===== src/include/alert_regs_pkg.sv =====
// Constants for the alert, trim and limit register group
//Contract
//- Enable bit 7 gates conversion-done alert generation; resets to 0.
//- Enable bit 6 gates temperature-above alert generation; resets to 0.
//- Enable bit 5 gates temperature-below alert generation; resets to 0.
//- Enable bit 4 gates humidity-above alert generation; resets to 0.
//- Enable bit 3 gates humidity-below alert; bits 2..0 read zero.
//- Temperature trim is added to every converted temperature; resets zero.
//- Temperature trim is signed two's complement, 0.16 degC per step.
//- Humidity trim is added to every converted humidity; resets zero.
//- Humidity trim is signed, 0.20 %RH per step.
//- Temperature low limit, 8-bit writable, resets to zero.
//- Temperature high limit, 8-bit writable, resets to all ones.
//- Humidity low limit, 8-bit writable, resets to zero.
//- Humidity high limit, 8-bit writable, resets to all ones.
//- Threshold flags set when exceeded, cleared by reading status register.
//- Conversion-done flag sets when any conversion finishes.
package alert_regs_pkg;
   localparam logic [7:0] ADDR_STATUS    = 8'h04;
   localparam logic [7:0] ADDR_ENABLES   = 8'h07;
   localparam logic [7:0] ADDR_TEMP_TRIM = 8'h08;
   localparam logic [7:0] ADDR_HUM_TRIM  = 8'h09;
   localparam logic [7:0] ADDR_TEMP_LOW  = 8'h0a;
   localparam logic [7:0] ADDR_TEMP_HIGH = 8'h0b;
   localparam logic [7:0] ADDR_HUM_LOW   = 8'h0c;
   localparam logic [7:0] ADDR_HUM_HIGH  = 8'h0d;

   localparam int BIT_CONV_DONE  = 7;
   localparam int BIT_TEMP_ABOVE = 6;
   localparam int BIT_TEMP_BELOW = 5;
   localparam int BIT_HUM_ABOVE  = 4;
   localparam int BIT_HUM_BELOW  = 3;
   localparam logic [7:0] FLAG_MASK = 8'hf8;

   localparam logic [7:0] RST_ENABLES = 8'h00;
   localparam logic [7:0] RST_TRIM    = 8'h00;
   localparam logic [7:0] RST_LOW     = 8'h00;
   localparam logic [7:0] RST_HIGH    = 8'hff;
   localparam logic [7:0] RST_STATUS  = 8'h00;

   localparam int RESULT_W = 16;
   localparam int TRIM_W   = 8;
   // Trim LSB lands on result bit 6 (165/2^16*2^6 ~ 0.16 degC)
   localparam int TRIM_SHIFT = 6;
   // Humidity trim LSB lands on result bit 7 (100/2^16*2^7 ~ 0.20 %RH)
   localparam int HUM_TRIM_SHIFT = 7;
endpackage


===== src/include/alert_cmp_if.sv =====
// Interface carrying an adjusted result and its limits to a comparator
`timescale 1ns/100ps
interface alert_cmp_if;
   logic [7:0] value;
   logic [7:0] low_limit;
   logic [7:0] high_limit;
   logic       above;
   logic       below;
   modport src (output value, output low_limit, output high_limit,
                input above, input below);
   modport cmp (input value, input low_limit, input high_limit,
                output above, output below);
endinterface


===== src/rtl/sensor_alert_offset_regs.sv =====
// Alert enables, result trims, limits and status flags of the sensor
`timescale 1ns/100ps
module sensor_alert_offset_regs (
   input  wire logic        CLOCK,
   input  wire logic        RST,
   input  wire logic [7:0]  REG_ADDR,
   input  wire logic        REG_WR,
   input  wire logic        REG_RD,
   input  wire logic [7:0]  REG_WDATA,
   output logic      [7:0]  REG_RDATA,
   input  wire logic [15:0] TEMP_RAW,
   input  wire logic        TEMP_DONE,
   input  wire logic [15:0] HUM_RAW,
   input  wire logic        HUM_DONE,
   output logic [15:0]      TEMP_ADJUSTED,
   output logic [15:0]      HUM_ADJUSTED,
   output logic [7:0]       STATUS_FLAGS,
   output logic             ALERT_OUTPUT_PIN
);
   logic [7:0]  enables_ff;
   logic [7:0]  temperature_trim_ff;
   logic [7:0]  humidity_trim_ff;
   logic [7:0]  temperature_low_limit_ff;
   logic [7:0]  temperature_high_limit_ff;
   logic [7:0]  humidity_low_limit_ff;
   logic [7:0]  humidity_high_limit_ff;
   logic [7:0]  flags_ff;
   logic [7:0]  nxt_flags;
   logic [7:0]  nxt_rdata;
   logic [7:0]  events;
   logic [15:0] temp_adj;
   logic [15:0] hum_adj;
   logic        status_read;

   alert_cmp_if temp_cmp ();
   alert_cmp_if hum_cmp ();

   trim_adder u_temp_trim (
      .raw      (TEMP_RAW),
      .trim     (temperature_trim_ff),
      .adjusted (temp_adj)
   );
   // Humidity step is coarser than the temperature step
   trim_adder #(
      .SHIFT    (alert_regs_pkg::HUM_TRIM_SHIFT)
   ) u_hum_trim (
      .raw      (HUM_RAW),
      .trim     (humidity_trim_ff),
      .adjusted (hum_adj)
   );

   // Upper byte of the trimmed result is what the limits are scaled to
   assign temp_cmp.value      = temp_adj[15:8];
   assign temp_cmp.low_limit  = temperature_low_limit_ff;
   assign temp_cmp.high_limit = temperature_high_limit_ff;
   assign hum_cmp.value       = hum_adj[15:8];
   assign hum_cmp.low_limit   = humidity_low_limit_ff;
   assign hum_cmp.high_limit  = humidity_high_limit_ff;

   limit_compare u_temp_cmp (.port (temp_cmp));
   limit_compare u_hum_cmp (.port (hum_cmp));

   // Writable configuration registers
   always_ff @(posedge CLOCK) begin
      if (RST) begin
         enables_ff                <= alert_regs_pkg::RST_ENABLES;
         temperature_trim_ff       <= alert_regs_pkg::RST_TRIM;
         humidity_trim_ff          <= alert_regs_pkg::RST_TRIM;
         temperature_low_limit_ff  <= alert_regs_pkg::RST_LOW;
         temperature_high_limit_ff <= alert_regs_pkg::RST_HIGH;
         humidity_low_limit_ff     <= alert_regs_pkg::RST_LOW;
         humidity_high_limit_ff    <= alert_regs_pkg::RST_HIGH;
      end else if (REG_WR) begin
         unique case (REG_ADDR)
            alert_regs_pkg::ADDR_ENABLES: begin
               // Reserved low bits are not stored
               enables_ff <= REG_WDATA & alert_regs_pkg::FLAG_MASK;
            end
            alert_regs_pkg::ADDR_TEMP_TRIM: begin
               temperature_trim_ff <= REG_WDATA;
            end
            alert_regs_pkg::ADDR_HUM_TRIM: begin
               humidity_trim_ff <= REG_WDATA;
            end
            alert_regs_pkg::ADDR_TEMP_LOW: begin
               temperature_low_limit_ff <= REG_WDATA;
            end
            alert_regs_pkg::ADDR_TEMP_HIGH: begin
               temperature_high_limit_ff <= REG_WDATA;
            end
            alert_regs_pkg::ADDR_HUM_LOW: begin
               humidity_low_limit_ff <= REG_WDATA;
            end
            alert_regs_pkg::ADDR_HUM_HIGH: begin
               humidity_high_limit_ff <= REG_WDATA;
            end
            default: begin
            end
         endcase
      end
   end

   // Flag events; limits checked only on a finished conversion
   always_comb begin
      events = '0;
      events[alert_regs_pkg::BIT_CONV_DONE]  = TEMP_DONE | HUM_DONE;
      events[alert_regs_pkg::BIT_TEMP_ABOVE] = TEMP_DONE & temp_cmp.above;
      events[alert_regs_pkg::BIT_TEMP_BELOW] = TEMP_DONE & temp_cmp.below;
      events[alert_regs_pkg::BIT_HUM_ABOVE]  = HUM_DONE & hum_cmp.above;
      events[alert_regs_pkg::BIT_HUM_BELOW]  = HUM_DONE & hum_cmp.below;
   end

   assign status_read = REG_RD && (REG_ADDR == alert_regs_pkg::ADDR_STATUS);

   // Read clears, but a same-cycle event is kept so none is lost
   always_comb begin
      nxt_flags = flags_ff;
      if (status_read)
         nxt_flags = '0;
      nxt_flags = nxt_flags | events;
   end

   always_ff @(posedge CLOCK) begin
      if (RST)
         flags_ff <= alert_regs_pkg::RST_STATUS;
      else
         flags_ff <= nxt_flags;
   end

   always_comb begin
      unique case (REG_ADDR)
         alert_regs_pkg::ADDR_STATUS:    nxt_rdata = flags_ff;
         alert_regs_pkg::ADDR_ENABLES:   nxt_rdata = enables_ff;
         alert_regs_pkg::ADDR_TEMP_TRIM: nxt_rdata = temperature_trim_ff;
         alert_regs_pkg::ADDR_HUM_TRIM:  nxt_rdata = humidity_trim_ff;
         alert_regs_pkg::ADDR_TEMP_LOW:  nxt_rdata = temperature_low_limit_ff;
         alert_regs_pkg::ADDR_TEMP_HIGH: nxt_rdata = temperature_high_limit_ff;
         alert_regs_pkg::ADDR_HUM_LOW:   nxt_rdata = humidity_low_limit_ff;
         alert_regs_pkg::ADDR_HUM_HIGH:  nxt_rdata = humidity_high_limit_ff;
         default:                        nxt_rdata = 8'h00;
      endcase
   end

   // Read data registered: valid the cycle after REG_RD
   always_ff @(posedge CLOCK) begin
      if (RST)
         REG_RDATA <= 8'h00;
      else if (REG_RD)
         REG_RDATA <= nxt_rdata;
   end

   always_ff @(posedge CLOCK) begin
      if (RST) begin
         TEMP_ADJUSTED <= 16'h0000;
         HUM_ADJUSTED  <= 16'h0000;
      end else begin
         if (TEMP_DONE)
            TEMP_ADJUSTED <= temp_adj;
         if (HUM_DONE)
            HUM_ADJUSTED <= hum_adj;
      end
   end

   // Alert is registered in the same cycle as the flags, gated per source
   always_ff @(posedge CLOCK) begin
      if (RST) begin
         STATUS_FLAGS     <= alert_regs_pkg::RST_STATUS;
         ALERT_OUTPUT_PIN <= 1'b0;
      end else begin
         STATUS_FLAGS     <= nxt_flags;
         ALERT_OUTPUT_PIN <= |(nxt_flags & enables_ff);
      end
   end
endmodule


===== src/rtl/trim_adder.sv =====
// Adds a signed trim to an unsigned conversion result with saturation
`timescale 1ns/100ps
module trim_adder #(
   parameter int RESULT_W = alert_regs_pkg::RESULT_W,
   parameter int TRIM_W   = alert_regs_pkg::TRIM_W,
   parameter int SHIFT    = alert_regs_pkg::TRIM_SHIFT
) (
   input  wire logic [RESULT_W-1:0] raw,
   input  wire logic [TRIM_W-1:0]   trim,
   output logic      [RESULT_W-1:0] adjusted
);
   if (SHIFT < 0 || SHIFT + TRIM_W > RESULT_W) begin : g_fit_check
      $error("trim_adder: trim does not fit result");
   end
   logic signed [RESULT_W+1:0] sum;
   logic signed [RESULT_W+1:0] trim_ext;
   always_comb begin
      // Sign extend then scale, so all ones is minus one step
      trim_ext = (RESULT_W+2)'($signed(trim)) <<< SHIFT;
      sum = $signed({2'b00, raw}) + trim_ext;
      // Saturate rather than wrap: a wrap would flip high and low alerts
      if (sum < 0)
         adjusted = '0;
      else if (sum[RESULT_W])
         adjusted = '1;
      else
         adjusted = sum[RESULT_W-1:0];
   end
endmodule


===== src/rtl/limit_compare.sv =====
// Compares one adjusted result byte against its low and high limits
`timescale 1ns/100ps
module limit_compare (
   alert_cmp_if.cmp port
);
   assign port.above = port.value > port.high_limit;
   assign port.below = port.value < port.low_limit;
endmodule


===== config.mk =====
export PLATFORM = sky130hd
export DESIGN_NAME = sensor_alert_offset_regs
export DESIGN_NICKNAME = d
export VERILOG_FILES = /design/src/include/alert_regs_pkg.sv /design/src/include/alert_cmp_if.sv /design/src/rtl/sensor_alert_offset_regs.sv /design/src/rtl/trim_adder.sv /design/src/rtl/limit_compare.sv
export SDC_FILE = /design/constraint.sdc
export NUM_CORES = 1
export LEC_CHECK = 0
export ABC_AREA = 0
export BUFFER_PORTS_ARGS = -buffer_cell sky130_fd_sc_hd__clkbuf_2
export CAP_MARGIN = 10
export CORE_MARGIN = 5
export CORE_UTILIZATION = 55
export DETAILED_ROUTE_END_ITERATION = 16
export GPL_TIMING_DRIVEN = 1
export HOLD_SLACK_MARGIN = 0.15
export PLACE_DENSITY_LB_ADDON = 0.2
export SYNTH_ARGS = -nofsm -noshare
export SYNTH_HDL_FRONTEND = slang
export SYNTH_HIERARCHICAL = 1
export SYNTH_SLANG_ARGS = --single-unit

===== constraint.sdc =====
create_clock -name CLOCK -period 11.2 [get_ports CLOCK]
set_clock_uncertainty 0.1 [all_clocks]
set_input_delay 0.56 -clock CLOCK [delete_from_list [all_inputs] [get_ports CLOCK]]
set_output_delay 0.56 -clock CLOCK [all_outputs]
set_load 0.03 [all_outputs]

==> results.ini <==
[logic_synthesis]
syn_inst = 718
yosysSeqAreaShare_pct = 30.94
avgSynthCellArea_um2 = 8.922
synth_seq_cells = 99
synth_edf_count = 0
yosys_most_used_dff = dfxtp_1
yosysWarnings = 6
netlist_area_mm2 = 0.006406
synth.distinct_cells = 77
async_flop_share_pct = 0

[power]
vdd_ir_drop_max_v = 0.0001055
p_comb_share_pct = 14.4
p_clk_share_pct = 40.4
powerDensity_mw_per_mm2 = 111.6
p_seq_share_pct = 45.2
p_sw_mw = 0.2276
leakagePower_nw = 3.579
swShare_pct = 28.20
internal_power_mw = 0.5797

[final_layout]
layout_common_cells = 102 x nor2_1, 99 x dfxtp_1, 99 x clkbuf_2, 93 x mux2i_1, 51 x ha_1
nets = 902
syn_to_final_growth_pct = 12.95
antenna_cells = 0
final_common_cell = nor2_1
fin_util_pct = 63.37
drive_gt1_share_pct = 19.25

[clocking]
cts-resized-gates = 0
clk_latency_ps = 360
root_buffer = clkbuf_16
cts.clk_slew.worst_paths_ps = 70
cts_tree = built
cts_max_level = 3
cts_setup_buffers = 0
cts_buffer_depth = 2
cts-buffers-inserted = 9
cts.hold.buffers_added = 0
clock-sinks = 99

[place]
dp_hpwl_mm = 13.16
dp_slack_ps = 6569
port_buffers = 99
gp_congestion = 0.8856

[grt]
grt_max_degree = 83
grt_first_pass_wirelength_mm = 28.43
grtUsageTotal_pct = 24.91
grt_pass1_vias = 5530
grt-ovfl-total = 0
antenna_found_initial = 0

[sta]
rsz0062_at_grt = false
hold_violations = 0
worst_slew_pin_slew_ps = 884.2
finalWorstSetupSlack_ps = 6846
setup-tns-final_ps = 0
maxSlewHeadroom_pct = 41.05
post-route-period-util_pct = 38.88
clock.fmax_ghz = 0.2297
finalSetupViolCount = 0
drv_slew = 0
period_minus_slack_ps = 4354

[die]
dieWidth_um = 117.9
ioPinCount = 103
die_area_mm2 = 0.01391
rows = 39
chipHeight_um = 117.9
core-area_mm2 = 0.01142
initial_core_util_pct = 56.10

[detailed_routing]
vias = 5578
drtIter0Drc = 537
drt-total-wl_mm = 17.40
viasPerCell = 5.915
dr.pass1.iters = 5
ant_nets = 0
wire_per_inst_um = 18.45
drc_errors = 0

[worst_setup_path]
reg2reg_to = ALERT_OUTPUT_PIN
rr_worst_depth = 15
crit_type = register to register
critical_path.most_common_cell = ha_1
max_stage_delay_ps = 570
cp.required_ps = 11310
r2r_slack_ps = 6850
cp-start-kind = register
cp.arrival_ps = 4460
critPathCaptureType = register
cp_slowest_cell = dfxtp_1
r2r_start = temperature_trim_ff[7]
critPathMaxFanout = 15
path_cells = ha_1, or2_1, a21o_1, a31oi_1, o21ai_0, xnor2_2, o21bai_1, ha_1, nor2b_1, o211ai_1, a21oi_1, o22a_1, and3_1, o31ai_1, o311ai_1

[hold_path]
hold_start = REG_RDATA[1]
hold_path.class = register to register
holdPathEnd = REG_RDATA[1]
whs_path_depth = 2

[run_status]
status = completed

[run]
cap_violations = 0

metrics by stage:
stage / total power [mW] / hold slack, ps / instance area [µm²] / cells
after CTS: 0.8140 / 354.7 / 7236 / 943
after floorplan: 0.4512 / 362.1 / 6414 / 720
after global placement: 0.4863 / 342.3 / 6929 / 927
after detailed placement: 0.4884 / 345.4 / 6929 / 927
final: 0.8073 / 355.6 / 7236 / 943
after global routing: 0.8425 / 373.4 / 7236 / 943
logic make-up after synthesis:
| family | Yosys count | share of synthesized area [%] |
|---|---|---|
| xor+xnor | 16 | 2.305 |
| simple gates | 210 | 16.37 |
| compound gates | 149 | 16.70 |
| flops | 99 | 30.94 |
| buf+inv | 88 | 5.703 |
| mux | 102 | 17.34 |
| other cells | 1 | 0.05854 |
| fa+ha+maj | 53 | 10.59 |
synthesized netlist by cell type, types with 6 or more instances:
master / n / area (µm²)
a21o_1: 10 / 75.07
buf_1: 8 / 30.03
xnor2_1: 6 / 52.55
o21ai_1: 12 / 60.06
mux4_2: 6 / 135.1
xor2_1: 9 / 78.83
a31oi_1: 7 / 43.79
mux2i_1: 93 / 930.9
nand2_1: 34 / 127.6
dfxtp_1: 99 / 1982
a211oi_1: 9 / 67.56
nand3_1: 9 / 45.04
nor2_1: 102 / 382.9
nand4_1: 8 / 50.05
a21oi_1: 26 / 130.1
o21ai_2: 10 / 87.58
o211ai_1: 8 / 60.06
clkbuf_1: 17 / 63.81
o21ai_0: 16 / 80.08
o21bai_1: 7 / 52.55
buf_2: 7 / 35.03
nand2b_1: 9 / 56.30
ha_1: 51 / 638.1
nor2b_1: 11 / 68.82
a22oi_1: 7 / 52.55
inv_1: 50 / 187.7
layer usage:
layer  GRT usage (%)  part of all wire, %
met1           30.67                   42
met2           42.89                   49
met3           4.998                  5.5
met4           9.176                  2.6
met5               0                    0
power groups by stage:
stage | registers (mW) | logic (mW) | clock network [mW]
2_1_floorplan | 0.388 | 0.0632 | 0
3_3_place_gp | 0.373 | 0.113 | 0
3_5_place_dp | 0.373 | 0.115 | 0
4_1_cts | 0.365 | 0.116 | 0.333
5_1_grt | 0.366 | 0.126 | 0.350
6_report | 0.365 | 0.116 | 0.326
how the worst max path moves through the flow:
stage / from / to / slack (ps) / depth (start not counted)
6_report: temperature_trim_ff[7] / ALERT_OUTPUT_PIN / 6850 / 15
5_1_grt: temperature_trim_ff[7] / ALERT_OUTPUT_PIN / 6600 / 13
4_1_cts: temperature_trim_ff[0] / ALERT_OUTPUT_PIN / 6870 / 16
3_5_place_dp: TEMP_RAW[6] / ALERT_OUTPUT_PIN / 6570 / 17
3_3_place_gp: TEMP_RAW[6] / ALERT_OUTPUT_PIN / 6680 / 17
2_1_floorplan: TEMP_RAW[6] / ALERT_OUTPUT_PIN / 7210 / 16
flip-flops by register name (all words and copies together), names as in the netlist:
name	count
HUM_ADJUSTED	16
TEMP_ADJUSTED	16
hum_cmp.low_limit	8
enables_ff	5
STATUS_FLAGS	5
REG_RDATA	8
humidity_trim_ff	8
ALERT_OUTPUT_PIN	1
temp_cmp.low_limit	8
temp_cmp.high_limit	8
temperature_trim_ff	8
hum_cmp.high_limit	8
cell type report:
class,instances,area [µm²]
clock inverter,6,77.57
tap,143,178.9
sequential,99,1982
timing repair buffer,101,510.5
multi-input combinational,533,4066
clock buffer,10,229.0
inverter,51,191.4
fill,1023,4183
critical path: cells and delay by family, from the launching register on:
kind                       cells  cell delay (ps)
AOI/OAI and AO/OA              9             1700
adders and majority gates      2              700
and+or+nand+nor                3              590
DFF                            1              570
xor gates and xnor gates       1              520
No activity file was read; power rests on OpenSTA's default activity.
